File: src/rtl/tst_tap_regs.svh
// Constants for the scan test access port
`ifndef TST_TAP_REGS_SVH
`define TST_TAP_REGS_SVH
`define TST_IR_WIDTH      8
`define TST_IR_CAPTURE    8'h81
`define TST_IR_BYPASS     8'hff
`define TST_IR_RESET      8'hff
`define TST_DR_WIDTH      8
`define TST_DR_RESET      8'h00
`endif

File: src/rtl/tst_pkg.sv
// Types for the scan test access port
package tst_pkg;
  typedef enum logic [3:0] {
    TLR, RTI, SELDR, CAPDR, SHDR, EX1DR, PAUDR, EX2DR, UPDDR,
    SELIR, CAPIR, SHIR, EX1IR, PAUIR, EX2IR, UPDIR
  } tst_state_t;
endpackage : tst_pkg

File: src/rtl/tst_edge_sync.sv
// Two-flop synchroniser with edge detection for the test clock
`timescale 1ns/100ps
module tst_edge_sync (
  // System
  input  wire logic clk_sys,
  input  wire logic srst,
  // Pin
  input  wire logic pinIn,
  // Result
  output logic      level,
  output logic      rise,
  output logic      fall
);
  logic meta_q, meta_d;
  logic sync_q, sync_d;
  logic last_q, last_d;

  always_comb begin
    meta_d = pinIn;
    sync_d = meta_q;
    last_d = sync_q;
  end

  always_ff @(posedge clk_sys) begin
    if (srst) begin
      meta_q <= 1'h0;
      sync_q <= 1'h0;
      last_q <= 1'h0;
    end else begin
      meta_q <= meta_d;
      sync_q <= sync_d;
      last_q <= last_d;
    end
  end

  assign level = sync_q;
  assign rise  = sync_q & ~last_q;
  assign fall  = ~sync_q & last_q;
endmodule : tst_edge_sync

File: src/rtl/tst_tap.sv
// Test access port state controller, instruction, bypass and data scan registers
// Notes on behaviour
// - All test state changes only on a detected test clock edge.
// - Data input and mode select are sampled on the test clock rising edge.
// - Test data output and parallel outputs change only on falling edges.
// - Leaving Capture-IR loads instruction shift register with 10000001.
// - Output driver enables on the falling edge after entering a shift state.
// - One bit shifts per rising edge; last bit shifts entering Exit1.
// - Output driver releases on the falling edge in Exit1-IR or Exit1-DR.
// - Shifted instruction moves to active latch on falling edge in Update-IR.
// - All-ones instruction selects the bypass stage.
// - Bypass stage loads zero when leaving Capture-DR.
// - Selected data register parallel output updates on falling edge in Update-DR.
`timescale 1ns/100ps
`include "tst_tap_regs.svh"
module tst_tap (
  // System
  input  wire logic                     clk_sys,
  input  wire logic                     srst,
  // Test pins
  input  wire logic                     tck,
  input  wire logic                     tms,
  input  wire logic                     tdi,
  output logic                          tdoOut,
  output logic                          tdoOe,
  // Normal-function pins
  input  wire logic [`TST_DR_WIDTH-1:0] funcIn,
  output logic [`TST_DR_WIDTH-1:0]      funcOut,
  // Status
  output logic [`TST_IR_WIDTH-1:0]      activeIr,
  output logic                          bypassSel,
  output tst_pkg::tst_state_t           tapState
);
  logic tckRise, tckFall;
  logic tmsS, tdiS;
  logic [`TST_DR_WIDTH-1:0] funcS;
  logic [`TST_DR_WIDTH-1:0] funcM_q;

  tst_edge_sync u_tck (
    .clk_sys (clk_sys),
    .srst    (srst),
    .pinIn   (tck),
    .level   (),
    .rise    (tckRise),
    .fall    (tckFall)
  );

  // ==========================================================
  // Pin synchronisers, delay aligned with the clock edge detect
  logic [1:0]               tmsP_q, tmsP_d;
  logic [1:0]               tdiP_q, tdiP_d;
  logic [`TST_DR_WIDTH-1:0] funcM_d, funcP_q, funcP_d;

  always_comb begin
    tmsP_d  = {tmsP_q[0], tms};
    tdiP_d  = {tdiP_q[0], tdi};
    funcM_d = funcIn;
    funcP_d = funcM_q;
  end

  always_ff @(posedge clk_sys) begin
    if (srst) begin
      tmsP_q  <= 2'h3;
      tdiP_q  <= 2'h0;
      funcM_q <= '0;
      funcP_q <= '0;
    end else begin
      tmsP_q  <= tmsP_d;
      tdiP_q  <= tdiP_d;
      funcM_q <= funcM_d;
      funcP_q <= funcP_d;
    end
  end
  assign tmsS  = tmsP_q[1];
  assign tdiS  = tdiP_q[1];
  assign funcS = funcP_q;

  // ==========================================================
  // Next-state function of the controller
  function automatic tst_pkg::tst_state_t nextState(input tst_pkg::tst_state_t s,
                                                     input logic m);
    case (s)
      tst_pkg::TLR:   nextState = m ? tst_pkg::TLR   : tst_pkg::RTI;
      tst_pkg::RTI:   nextState = m ? tst_pkg::SELDR : tst_pkg::RTI;
      tst_pkg::SELDR: nextState = m ? tst_pkg::SELIR : tst_pkg::CAPDR;
      tst_pkg::CAPDR: nextState = m ? tst_pkg::EX1DR : tst_pkg::SHDR;
      tst_pkg::SHDR:  nextState = m ? tst_pkg::EX1DR : tst_pkg::SHDR;
      tst_pkg::EX1DR: nextState = m ? tst_pkg::UPDDR : tst_pkg::PAUDR;
      tst_pkg::PAUDR: nextState = m ? tst_pkg::EX2DR : tst_pkg::PAUDR;
      tst_pkg::EX2DR: nextState = m ? tst_pkg::UPDDR : tst_pkg::SHDR;
      tst_pkg::UPDDR: nextState = m ? tst_pkg::SELDR : tst_pkg::RTI;
      tst_pkg::SELIR: nextState = m ? tst_pkg::TLR   : tst_pkg::CAPIR;
      tst_pkg::CAPIR: nextState = m ? tst_pkg::EX1IR : tst_pkg::SHIR;
      tst_pkg::SHIR:  nextState = m ? tst_pkg::EX1IR : tst_pkg::SHIR;
      tst_pkg::EX1IR: nextState = m ? tst_pkg::UPDIR : tst_pkg::PAUIR;
      tst_pkg::PAUIR: nextState = m ? tst_pkg::EX2IR : tst_pkg::PAUIR;
      tst_pkg::EX2IR: nextState = m ? tst_pkg::UPDIR : tst_pkg::SHIR;
      tst_pkg::UPDIR: nextState = m ? tst_pkg::SELDR : tst_pkg::RTI;
      default:        nextState = tst_pkg::TLR;
    endcase
  endfunction : nextState

  // ==========================================================
  // State and scan registers
  tst_pkg::tst_state_t      state_q, state_d;
  logic [`TST_IR_WIDTH-1:0] irShift_q, irShift_d;
  logic [`TST_IR_WIDTH-1:0] irLatch_q, irLatch_d;
  logic                     bypass_q, bypass_d;
  logic [`TST_DR_WIDTH-1:0] drShift_q, drShift_d;
  logic [`TST_DR_WIDTH-1:0] drOut_q, drOut_d;
  logic                     tdo_q, tdo_d;
  logic                     oe_q, oe_d;
  logic                     isBypass;

  assign isBypass = (irLatch_q == `TST_IR_BYPASS);

  // ==========================================================
  // State controller, stepped on each detected rising edge
  always_comb begin
    state_d = state_q;
    if (tckRise) begin
      state_d = nextState(state_q, tmsS);
    end
  end

  always_ff @(posedge clk_sys) begin
    if (srst) begin
      state_q <= tst_pkg::TLR;
    end else begin
      state_q <= state_d;
    end
  end

  // ==========================================================
  // Scan registers and serial output
  always_comb begin
    irShift_d = irShift_q;
    irLatch_d = irLatch_q;
    bypass_d  = bypass_q;
    drShift_d = drShift_q;
    drOut_d   = drOut_q;
    tdo_d     = tdo_q;
    oe_d      = oe_q;
    if (tckRise) begin
      case (state_q)
        tst_pkg::CAPIR: irShift_d = `TST_IR_CAPTURE;
        tst_pkg::SHIR:  irShift_d = {tdiS, irShift_q[`TST_IR_WIDTH-1:1]};
        tst_pkg::CAPDR: begin
          if (isBypass) begin
            bypass_d = 1'h0;
          end else begin
            drShift_d = funcS;
          end
        end
        tst_pkg::SHDR: begin
          if (isBypass) begin
            bypass_d = tdiS;
          end else begin
            drShift_d = {tdiS, drShift_q[`TST_DR_WIDTH-1:1]};
          end
        end
        default: begin
        end
      endcase
    end else if (tckFall) begin
      case (state_q)
        tst_pkg::SHIR: begin
          oe_d  = 1'h1;
          tdo_d = irShift_q[0];
        end
        tst_pkg::SHDR: begin
          oe_d  = 1'h1;
          tdo_d = isBypass ? bypass_q : drShift_q[0];
        end
        tst_pkg::EX1IR, tst_pkg::EX1DR: oe_d = 1'h0;
        tst_pkg::UPDIR: irLatch_d = irShift_q;
        tst_pkg::UPDDR: begin
          if (!isBypass) begin
            drOut_d = drShift_q;
          end
        end
        tst_pkg::TLR: begin
          oe_d      = 1'h0;
          irLatch_d = `TST_IR_RESET;
        end
        default: begin
        end
      endcase
    end
  end

  always_ff @(posedge clk_sys) begin
    if (srst) begin
      irShift_q <= `TST_IR_CAPTURE;
      irLatch_q <= `TST_IR_RESET;
      bypass_q  <= 1'h0;
      drShift_q <= `TST_DR_RESET;
      drOut_q   <= `TST_DR_RESET;
      tdo_q     <= 1'h0;
      oe_q      <= 1'h0;
    end else begin
      irShift_q <= irShift_d;
      irLatch_q <= irLatch_d;
      bypass_q  <= bypass_d;
      drShift_q <= drShift_d;
      drOut_q   <= drOut_d;
      tdo_q     <= tdo_d;
      oe_q      <= oe_d;
    end
  end

  // ==========================================================
  // Outputs
  assign tdoOut    = tdo_q;
  assign tdoOe     = oe_q;
  assign funcOut   = drOut_q;
  assign activeIr  = irLatch_q;
  assign bypassSel = isBypass;
  assign tapState  = state_q;
endmodule : tst_tap

File: config.mk
export PLATFORM = sky130hd
export DESIGN_NAME = tst_tap
export DESIGN_NICKNAME = d
export VERILOG_FILES = /design/src/rtl/tst_pkg.sv /design/src/rtl/tst_edge_sync.sv /design/src/rtl/tst_tap.sv
export VERILOG_INCLUDE_DIRS = /design/src /design/src/rtl
export SDC_FILE = /design/constraint.sdc
export NUM_CORES = 1
export LEC_CHECK = 0
export ABC_AREA = 0
export BUFFER_PORTS_ARGS = -buffer_cell sky130_fd_sc_hd__buf_2
export CORE_MARGIN = 5
export CORE_UTILIZATION = 25
export DETAILED_ROUTE_END_ITERATION = 7
export PLACE_DENSITY = 0.5
export SLEW_MARGIN = 20
export SYNTH_ARGS = -nofsm -noshare
export SYNTH_HDL_FRONTEND = slang
export SYNTH_SLANG_ARGS = --single-unit
File: constraint.sdc
create_clock -name clk_sys -period 3.7 [get_ports clk_sys]
set_input_delay 0.74 -clock clk_sys [delete_from_list [all_inputs] [get_ports clk_sys]]
set_output_delay 0.74 -clock clk_sys [all_outputs]
set_load 0.1 [all_outputs]
### After elaboration in Yosys (flattened, before gate mapping)

Index checks and enable logic that the tools add are counted.

| word-level totals | value |
|---|---|
| bits in writable memories | 0 |
| bits in latches | 0 |
| bits in registers | 62 |
| memories | 0 |
| word-level logic and storage cells | 83 |
| memory bits (read-only) | 0 |
| input bits | 13 |

| cells by class | value |
|---|---|
| reductions and logical operators | 18 |
| bitwise logic cells | 6 |
| $add $sub $neg | 0 |
| shift operators | 0 |
| eq/ne operators | 20 |
| mux-type cells | 24 |
| order comparisons | 0 |
| div/mod/pow operators | 0 |
| $mul | 0 |

Operators with widths:

| cell | number |
|---|---|
| $pmux W4 S12 | 1 |
| $pmux W8 S2 | 3 |
| $eq A4 B4 Y1 const B | 8 |
| $eq A4 B3 Y1 const B | 4 |
| $mux W4 | 4 |
| $mux W8 | 2 |
| $reduce_and A4 Y1 | 3 |
| $reduce_bool A2 Y1 | 5 |
| $reduce_and A3 Y1 | 3 |
| $eq A4 B2 Y1 const B | 2 |
| $eq A8 B8 Y1 const B | 1 |
| $ne A2 B2 Y1 const B | 4 |
| $mux W1 | 6 |
| $mux W2 | 3 |
| $mux W3 | 2 |
| $pmux W1 S2 | 3 |
| $reduce_or A2 Y1 | 3 |
| $reduce_or A3 Y1 | 2 |
| $eq A4 B1 Y1 const B | 1 |
| $logic_not A4 Y1 | 1 |
| $not A1 Y1 | 4 |
| $and A1 B1 Y1 | 2 |
| $reduce_and A2 Y1 | 1 |

### Longest topological paths before layout

Gate-level depths: netlist of run 1.

| logic depth | value |
|---|---|
| depth after elaboration | 4 |
| depth in mapped cells | 6 |

### By module

A second synthesis of run 1 with hierarchy kept.

| second synthesis, totals | value |
|---|---|
| cells, all modules | 264 |
| area, all modules | 2516.2 um^2 |

By module, submodules not included:

| module | cells each | area each (um^2) | instances |
|---|---|---|---|
| tst_tap | 256 | 2424.8 | 1 |
| tst_edge_sync | 8 | 91.3 | 1 |

### Worst setup path before layout of run 1

No wires, ideal clock.

| path | value |
|---|---|
| path kind | reg2out |
| start point | register irLatch_q[5], in the netlist activeIr[5] |
| end point | output port bypassSel |
| path buffers | 1 |
| cell stages (with the launch flop) | 5 |
| arrival time | 2308 ps |
| data required time | 2960 ps |
| slack | 652 ps |
| cell sequence | dfxtp_1 -> nand4_1 -> or2_1 -> clkbuf_1 -> inv_1 |

| between the ends | value |
|---|---|
| cells in the longest elaborated chain, start to end | 1 |

RTL lines:

| what | line | text |
|---|---|---|
| start, declared | tst_tap.sv:107 | `` logic [`TST_IR_WIDTH-1:0] irLatch_q, irLatch_d; `` |
| start signal, assigned | tst_tap.sv:195 | `` irLatch_q <= `TST_IR_RESET; `` |
| start signal, assigned | tst_tap.sv:203 | `irLatch_q <= irLatch_d;` |
| $eq A8 B8 Y1 (no source line) | -- |  |
| end, declared | tst_tap.sv:31 | `output logic bypassSel,` |

Every way passes these cells.

### Final worst setup path of run 1

| path | value |
|---|---|
| start point | register irLatch_q[2], in the netlist activeIr[2] |
| end point | output port bypassSel |

Same word-level chain as after synthesis.

==> results.md, run 1 <==
- WP data required: 2960 ps
- Quantity of hold-fixing buffers added after cts: 0
- Largest voltage drop on the vdd net: 137 uV
- Unrepaired setup endpoints after global routing: no
- Gate count of the mapped netlist: 266
- Final Max Slew Viols: 0
- Dpl ws: 1360 ps
- Clock power share: 0.460
- Min setup slack post-route: 1040 ps
- Overall routed net length: 5360 um
- H-tree depth: 3
- Num ports: 36
- Antenna cell count: 0
- CTS tree: built
- Ys async rst share: 0
- HPWL after DPL: 3550 um
- Number of buffers added on ports: 35
- Layout Cells excl Fill: 431
- Proportion of power drawn by flip-flops and latches: 0.478
- Slew @ Worst Pin: 819 ps
- Syn-to-layout area delta: 20.1%
- Total negative setup slack: 0 ps
- Die Y: 110 um
- X dimension of the die: 110 um
- Summed instance area of the synthesized netlist: 2480 um2
- Sum of overflow across all layers after global routing: 0
- Main area contributors after synthesis: sky130_fd_sc_hd__dfxtp_1 (50%), sky130_fd_sc_hd__mux2i_1 (6.5%), sky130_fd_sc_hd__nor2b_1 (6.3%)
- Maximum clock frequency: 0.375 GHz
- Nets in the synthesized netlist: 279
- Maximum clock insertion buffer count: 2
- Instance count after placement with tap cells included: 415
- Switching power total: 365 uW
- Final Hold Vio Count: 0
- Commonest non-fill, non-tap cell in the layout: sky130_fd_sc_hd__dfxtp_1
- Area share of the largest cell type after synthesis: 0.501
- Run status: finished, final reports clean
- Worst setup EP type: primary output
- Initial antenna violation count: 0
- Detailed-router iteration count before antenna repair: 4
- Global-route wire length before repair: 9000 um
- Drt initial violations: 187
- Proportion of synthesized chip area in sequential cells: 0.501
- # resized after CTS: 0
- Pwr Total: 1.45 mW
- Number of warnings printed during yosys synthesis: 0
- CP Class: flip-flop to primary output
- Initial Utilization: 0.255
- Tightest Hold Check Type: flip-flop to flip-flop
- Internal power of the cells: 1.09 mW
- Number of failing setup endpoints in the final timing report: 0
- Routed len/inst: 12.4 um
- Register bit count reported by yosys: 62
- Register Area: 1240 um2
- Count of flip-flops with a built-in enable after synthesis: 0
- Post-layout net count: 306
- Largest fanout on the critical path: 18
- Share of cells above drive strength 1: 0.215
- Residual DRC: 0
- Largest net degree at the start of global routing: 42
- Avg Inst Size Synth: 9.31 um2
- Switch share: 0.251
- Element type at the critical path start: flip-flop
- Final weighted congestion in routability-driven placement: 0.723
- Worst endpoint data arrival time: 1920 ps
- Cell chosen for the clock root: sky130_fd_sc_hd__clkbuf_8
- Fill cell total of the finished layout: 1,071
- Number of clock sinks: 62
- Worst-case clock skew: 10.0 ps
- Area of the placeable core: 9730 um2
- # rows: 36
- Final core area utilization: 0.306
- Number of global-route vias before repair: 1,797
- Final worst-path cycle share: 0.720
- Number of clock buffers inserted by TritonCTS: 9
- Cell Pwr Density: 489 nW/um2
- Register clock-pin slew on the reported worst setup and hold paths: 70 ps
- Remaining antenna violation count: 0
- Vias: 1,925
- Die outline area: 12,000 um2
- Worst slew slack as a fraction of its limit: 0.453
- Footprint of the multi-input gates: 1120 um2
- Routed via count divided by cell count: 4.47
- Leading register cell type out of synthesis: sky130_fd_sc_hd__dfxtp_1
- Post-synthesis cell type with the largest combined area: sky130_fd_sc_hd__dfxtp_1
- Post-layout minimum cycle time: 2660 ps
- Gr usage total: 0.0972
- Synth unique cells: 46
- Leak Pwr: 1.15 nW
- Post-CTS Setup Bufs: 0
- Highest-count cells in the layout ignoring fill and taps: sky130_fd_sc_hd__dfxtp_1 (62), sky130_fd_sc_hd__buf_2 (35), sky130_fd_sc_hd__nor2b_1 (25), sky130_fd_sc_hd__a21oi_1 (25), sky130_fd_sc_hd__nor2_1 (23)
- MaxCap Viol Count: 0
- Clock latency reported for the late side of the worst-skew pair: 340 ps
- Share of total power in combinational logic: 0.062
-- cells in the mapped netlist, types with 2 or more instances --
| library cell | number |
|---|---|
| sky130_fd_sc_hd__dfxtp_1 | 62 |
| sky130_fd_sc_hd__a21oi_1 | 25 |
| sky130_fd_sc_hd__nor2b_1 | 25 |
| sky130_fd_sc_hd__nor2_1 | 23 |
| sky130_fd_sc_hd__mux2i_1 | 16 |
| sky130_fd_sc_hd__clkbuf_1 | 14 |
| sky130_fd_sc_hd__nand3_1 | 11 |
| sky130_fd_sc_hd__a311oi_1 | 10 |
| sky130_fd_sc_hd__nor3_1 | 10 |
| sky130_fd_sc_hd__nand2_1 | 9 |
| sky130_fd_sc_hd__a31oi_1 | 5 |
| sky130_fd_sc_hd__inv_1 | 5 |
| sky130_fd_sc_hd__o21ai_0 | 5 |
| sky130_fd_sc_hd__buf_1 | 4 |
| sky130_fd_sc_hd__nand4_1 | 4 |
| sky130_fd_sc_hd__buf_2 | 3 |
| sky130_fd_sc_hd__a211oi_1 | 2 |
| sky130_fd_sc_hd__nand2b_1 | 2 |
| sky130_fd_sc_hd__nand3b_1 | 2 |
| sky130_fd_sc_hd__o21bai_1 | 2 |
| sky130_fd_sc_hd__or2_2 | 2 |
-- cells by family (layout without fill, tap and decap cells) --
| kind of cell | after synthesis | after routing | share of synthesized area |
|---|---|---|---|
| simple gates | 97 | 97 | 0.209 |
| flops | 62 | 62 | 0.501 |
| compound gates | 61 | 61 | 0.171 |
| buf+inv | 28 | 60 | 0.0470 |
| mux | 16 | 16 | 0.0647 |
| xor+xnor | 2 | 2 | 0.00708 |
-- metrics by stage --
step | area [um2] | hold slack, ps
2_1_floorplan | 2480 | 389
3_3_place_gp | 2750 | 398
3_5_place_dp | 2750 | 394
4_1_cts | 2970 | 416
5_1_grt | 2970 | 447
6_report | 2970 | 415
-- power groups by stage --
stage | sequential (mW) | combinational, mW | clock, mW
after floorplan | 0.720 | 0.0597 | 0
after global placement | 0.710 | 0.0903 | 0
after detailed placement | 0.710 | 0.0909 | 0
after CTS | 0.694 | 0.0912 | 0.695
after global routing | 0.697 | 0.0990 | 0.724
final | 0.694 | 0.0901 | 0.669
-- routing by layer --
metal,vias to the layer above,share of wire,global-route usage,wire [um]
li1,993,-,-,-
met1,876,0.50,0.134,2670
met2,50,0.43,0.136,2310
met3,6,0.053,0.0341,285
met4,0,0.018,0.0427,96
met5,-,0,0,0
-- worst max-delay path: stages, from the launching register on --
cell and delay (ps):
sky130_fd_sc_hd__dfxtp_1 350, sky130_fd_sc_hd__nand4_1 200, sky130_fd_sc_hd__or2_1 270, sky130_fd_sc_hd__buf_4 200
sky130_fd_sc_hd__inv_1 130, sky130_fd_sc_hd__buf_2 440
-- layout make-up --
cell class / instances / area share
Clock buffer: 9 / 0.0416
Clock inverter: 7 / 0.0328
Inverter: 6 / 0.00757
Multi-Input combinational cell: 176 / 0.378
Sequential cell: 62 / 0.417
Tap cell: 133 / 0.0560
Timing Repair Buffer: 38 / 0.0665
-- worst paths after layout --
path / start / to / slack (ps) / depth (start not counted)
worst min-delay path: tmsP_q[0] / tmsP_q[1] / 410 / 1
worst max register to register: tapState[0] / drShift_q[3] / 1400 / 4
worst min register to register: tmsP_q[0] / tmsP_q[1] / 410 / 1
worst max-delay path: activeIr[2] / bypassSel / 1040 / 5
-- flip-flops by register name, summed over array words and instances, names as in the netlist --
signal        count
activeIr          8
bypass_q          1
drShift_q         8
funcM_q           8
funcOut           8
funcP_q           8
irShift_q         8
tapState          4
tdiP_q            2
tdoOe             1
tdoOut            1
tmsP_q            2
u_tck.last_q      1
u_tck.level       1
u_tck.meta_q      1
Note: power is estimated with default switching activity, not from simulation.
==> run 2: changes to the inputs <==
--- a/config.mk
+++ b/config.mk
@@ -11,7 +11,7 @@
 export CORE_MARGIN = 5
 export CORE_UTILIZATION = 25
 export DETAILED_ROUTE_END_ITERATION = 7
-export PLACE_DENSITY = 0.5
+export PLACE_DENSITY = 0.52
 export SLEW_MARGIN = 20
 export SYNTH_ARGS = -nofsm -noshare
 export SYNTH_HDL_FRONTEND = slang
==> constraint.sdc (replaced) <==
create_clock -name clk_sys -period 2.4 [get_ports clk_sys]
set_input_delay 0.48 -clock clk_sys [delete_from_list [all_inputs] [get_ports clk_sys]]
set_output_delay 0.48 -clock clk_sys [all_outputs]
set_load 0.1 [all_outputs]
==> results.md, run 2 (synthesis gave the netlist of run 1 again) <==
- Run status: finished, final reports clean
- Antenna cell count: 0
- Die Y: 110 um
- Routed len/inst: 12.4 um
- Switching power total: 529 uW
- MaxCap Viol Count: 0
- Worst-case clock skew: 8.61 ps
- WP data required: 1920 ps
- HPWL after DPL: 3720 um
- Final weighted congestion in routability-driven placement: 0.742
- Final worst-path cycle share: 0.920
- Depth of the critical timing path with buffers and inverters included: 4
- Total negative setup slack: 0 ps
- Sum of buffers and inverters on the critical path: 2
- Remaining antenna violation count: 0
- Worst r2r src: tapState[0]
- # rows: 36
- Syn-to-layout area delta: 23.4%
- Number of clock sinks: 62
- Gr usage total: 0.100
- Area of the placeable core: 9730 um2
- H-tree depth: 3
- Final Max Slew Viols: 0
- Internal power of the cells: 1.71 mW
- Most used routing layer: met2
- Detailed-router iteration count before antenna repair: 4
- Global routing met2 resource utilization: 0.148
- Quantity of hold-fixing buffers added after cts: 0
- # resized after CTS: 1
- Flop2flop setup slack: 460 ps
- Maximum clock insertion buffer count: 2
- Post-layout minimum cycle time: 2210 ps
- CTS tree: built
- Slew @ Worst Pin: 680 ps
- Post-layout net count: 313
- CP Class: flip-flop to primary output
- Number of failing setup endpoints in the final timing report: 0
- Residual DRC: 0
- Number of global-route vias before repair: 1,948
- Overall routed net length: 5420 um
- Tightest Hold Check Type: input port to flip-flop
- Min setup slack post-route: 193 ps
- Num ports: 36
- Delay of the slowest critical-path stage: 500 ps
- Fill cell total of the finished layout: 1,047
- Worst endpoint data arrival time: 1730 ps
- Cell breakdown of the critical path: nand4_1 > or2_2 > clkinvlp_4 > buf_12
- Length in cells of the worst reg-to-reg path: 4
- Timing endpoint of the critical path: bypassSel
- X dimension of the die: 110 um
- Largest voltage drop on the vdd net: 238 uV
- Element type at the critical path start: flip-flop
- Drt initial violations: 146
- Met3 track demand over resource: 0.0305
- Highest-count cells in the layout ignoring fill and taps: sky130_fd_sc_hd__dfxtp_1 (54), sky130_fd_sc_hd__buf_2 (34), sky130_fd_sc_hd__nor2b_1 (25), sky130_fd_sc_hd__a21oi_1 (25), sky130_fd_sc_hd__nor2_1 (23)
- Maximum clock frequency: 0.453 GHz
- Share of cells above drive strength 1: 0.262
- Leak Pwr: 1.19 nW
- Crit. Startpoint: activeIr[3]
- Dpl ws: 339 ps
- Sum of overflow across all layers after global routing: 0
- Clock latency reported for the late side of the worst-skew pair: 330 ps
- Unrepaired setup endpoints after global routing: no
- Vias: 1,951
- Die outline area: 12,000 um2
- Final Hold Vio Count: 0
- Cell Pwr Density: 734 nW/um2
- Critical Path Slowest Stage Cell: sky130_fd_sc_hd__or2_2
- Switch share: 0.236
- Endpoint of the worst register-to-register path: drShift_q[2]
- Worst setup EP type: primary output
- Footprint of the multi-input gates: 1120 um2
- Number of buffers added on ports: 35
- Worst slew slack as a fraction of its limit: 0.545
- Share of total power in combinational logic: 0.070
- Initial antenna violation count: 0
- Register Area: 1250 um2
- Crit-path leading delay family: simple AND/OR/NAND/NOR gates
- Post-CTS Setup Bufs: 0
- Fraction of met1 tracks used by global routing: 0.130
- Routed via count divided by cell count: 4.45
- Register clock-pin slew on the reported worst setup and hold paths: 70 ps
- Proportion of power drawn by flip-flops and latches: 0.475
- Global-route wire length before repair: 9360 um
- Commonest non-fill, non-tap cell in the layout: sky130_fd_sc_hd__dfxtp_1
- Clock power share: 0.456
- Cell chosen for the clock root: sky130_fd_sc_hd__clkbuf_8
- Number of clock buffers inserted by TritonCTS: 9
- Largest net degree at the start of global routing: 31
- Initial Utilization: 0.255
- Largest fanout on the critical path: 18
[run 2: final cells by class]
cell class	instances	area share
clock buffer	11	0.0463
clock inverter	5	0.0266
multi-input combinational	176	0.368
timing repair buffer	45	0.0868
tap	133	0.0544
inverter	6	0.00860
sequential	62	0.409
[run 2: power groups by stage]
| stage | Combinational (mW) | Sequential [mW] | Clock [mW] |
|---|---|---|---|
| after floorplan | 0.0930 | 1.11 | 0 |
| after global placement | 0.156 | 1.09 | 0 |
| after detailed placement | 0.156 | 1.09 | 0 |
| after CTS | 0.157 | 1.06 | 1.05 |
| after global routing | 0.172 | 1.07 | 1.11 |
| final | 0.156 | 1.06 | 1.02 |
[run 2: per-stage QoR]
stage,power (mW),util,cell area (um2),hold WS [ps],instances
2_1_floorplan,1.20,-,2490,389,266
3_3_place_gp,1.24,0.291,2830,402,422
3_5_place_dp,1.24,0.291,2830,399,422
4_1_cts,2.27,0.314,3060,308,438
5_1_grt,2.35,0.314,3060,313,438
6_report,2.24,0.314,3060,324,438
[run 2: worst min path at each step]
stage               startpoint        end  slack (ps)  cells past startpoint
CTS                        tms  tmsP_q[0]         310                      2
floorplan            tmsP_q[0]  tmsP_q[1]         390                      1
global placement     tmsP_q[0]  tmsP_q[1]         400                      1
finish                     tms  tmsP_q[0]         320                      2
detailed placement   tmsP_q[0]  tmsP_q[1]         400                      1
global route               tms  tmsP_q[0]         310                      2
[run 2: routing by layer]
layer / share of wire / up-vias
met2: 0.42 / 55
met3: 0.061 / 9
met1: 0.49 / 875
li1: - / 1012
met4: 0.022 / 0
met5: 0 / -
==> run 3: changes to the inputs <==
--- a/config.mk
+++ b/config.mk
@@ -8,7 +8,6 @@
 export LEC_CHECK = 0
 export ABC_AREA = 0
 export BUFFER_PORTS_ARGS = -buffer_cell sky130_fd_sc_hd__buf_2
-export CORE_MARGIN = 5
 export CORE_UTILIZATION = 25
 export DETAILED_ROUTE_END_ITERATION = 7
 export PLACE_DENSITY = 0.52
==> constraint.sdc (replaced) <==
create_clock -name clk_sys -period 1.8 [get_ports clk_sys]
set_input_delay 0.36 -clock clk_sys [delete_from_list [all_inputs] [get_ports clk_sys]]
set_output_delay 0.36 -clock clk_sys [all_outputs]
set_load 0.1 [all_outputs]
==> results.md, run 3 (synthesis gave the netlist of run 1 again) <==
- WP data required: 1440 ps
- Min setup slack post-route: 32.6 ps
- Element type at the critical path start: flip-flop
- Slew @ Worst Pin: 620 ps
- X dimension of the die: 102 um
- Overall routed net length: 5460 um
- Dpl ws: 202 ps
- Final weighted congestion in routability-driven placement: 0.794
- Unrepaired setup endpoints after global routing: yes
- Worst setup EP type: primary output
- Final Hold Vio Count: 0
- Routed via count divided by cell count: 4.53
- Number of failing setup endpoints in the final timing report: 0
- Initial antenna violation count: 0
- # rows: 35
- Largest voltage drop on the vdd net: 275 uV
- Final Max Slew Viols: 0
- HPWL after DPL: 3710 um
- Global-route wire length before repair: 9060 um
- Run status: finished, final reports clean
- Number of buffers added on ports: 35
- Largest fanout on the critical path: 3
- Maximum clock frequency: 0.566 GHz
- Area of the placeable core: 9420 um2
- Remaining antenna violation count: 0
- Post-layout net count: 320
- Largest net degree at the start of global routing: 27
- Vias: 1,996
- Worst endpoint data arrival time: 1410 ps
- Gr usage total: 0.115
- CTS tree: built
- Number of clock buffers inserted by TritonCTS: 9
- Routed len/inst: 12.4 um
- Register clock-pin slew on the reported worst setup and hold paths: 80 ps
- Maximum clock insertion buffer count: 2
- Number of global-route vias before repair: 1,857
- Antenna cell count: 0
- Highest-count cells in the layout ignoring fill and taps: sky130_fd_sc_hd__dfxtp_1 (50), sky130_fd_sc_hd__buf_2 (33), sky130_fd_sc_hd__nor2b_1 (25), sky130_fd_sc_hd__a21oi_1 (25), sky130_fd_sc_hd__nor2_1 (23)
- Die Y: 102 um
- Leak Pwr: 1.23 nW
- Tightest Hold Check Type: input port to flip-flop
- H-tree depth: 3
- Pwr Total: 2.85 mW
- Detailed-router iteration count before antenna repair: 4
- Final hold slack: 213 ps
- Sum of overflow across all layers after global routing: 0
- CP Class: flip-flop to primary output
- Final worst-path cycle share: 0.982
- Commonest non-fill, non-tap cell in the layout: sky130_fd_sc_hd__dfxtp_1
- Die outline area: 10,300 um2
- Num ports: 36
- Number of clock sinks: 62
- MaxCap Viol Count: 0
- Cell Pwr Density: 908 nW/um2
- Share of cells above drive strength 1: 0.292
- Worst-case clock skew: 7.59 ps
- Clock latency reported for the late side of the worst-skew pair: 330 ps
- Fill cell total of the finished layout: 1,001
- Syn-to-layout area delta: 26.9%
- Residual DRC: 0
- Worst slew slack as a fraction of its limit: 0.587
- Post-layout minimum cycle time: 1770 ps
- Initial Utilization: 0.263
- Cell chosen for the clock root: sky130_fd_sc_hd__clkbuf_8
- Drt initial violations: 155
-- run 3: path summary, 6_finish.rpt --
kind	end	depth (start not counted)	start	slack, ps
worst max register to register	funcOut[6]	5	activeIr[7]	180
worst min register to register	tmsP_q[1]	1	tmsP_q[0]	420
worst min-delay path	tmsP_q[0]	2	tms	210
worst max-delay path	bypassSel	4	activeIr[7]	30
-- run 3: layout make-up --
cell class,count,area (um2),area share
Tap cell,129,161,0.0514
Sequential cell,62,1280,0.409
Clock inverter,6,70.1,0.0223
Inverter,6,26.3,0.00836
Clock buffer,10,128,0.0406
Multi-Input combinational cell,176,1130,0.359
Timing Repair Buffer,52,345,0.110
-- run 3: worst max-delay path: stages, from the launching register on --
cell	delay [ps]
sky130_fd_sc_hd__dfxtp_4	350
sky130_fd_sc_hd__nand4_1	140
sky130_fd_sc_hd__or2_4	300
sky130_fd_sc_hd__clkinvlp_4	100
sky130_fd_sc_hd__buf_12	170
-- run 3: power breakdown --
group	internal (mW)	leakage (nW)	switching, mW
sequential	1.39	0.507	0.0177
clock	0.652	0.101	0.570
combinational	0.0778	0.620	0.149
total	2.12	1.23	0.737
-- run 3: timing repair --
action                                 CTS  global route
gates resized for setup                  2             0
pin swaps                                3             1
buffers inserted                         4             0
hold buffers                             0             0
setup endpoints to repair                2             1
endpoints found under the hold margin    0             0
-- run 3: through the flow --
| step | utilization | std cells | TNS (ps) | cell area (um2) |
|---|---|---|---|---|
| final | 0.334 | 441 | 0 | 3140 |
| after CTS | 0.334 | 441 | -16.5 | 3140 |
| after global placement | 0.309 | 421 | 0 | 2910 |
| after detailed placement | 0.309 | 421 | 0 | 2910 |
| after floorplan | - | 266 | -19.6 | 2530 |
| after global routing | 0.334 | 441 | -52.0 | 3140 |
-- run 3: per-layer routing --
layer | global-route usage | vias up | wire length (um)
met4 | 0.0502 | 0 | 97
met5 | 0 | - | 0
met2 | 0.170 | 50 | 2410
met3 | 0.0345 | 9 | 225
li1 | - | 1034 | -
met1 | 0.153 | 903 | 2720
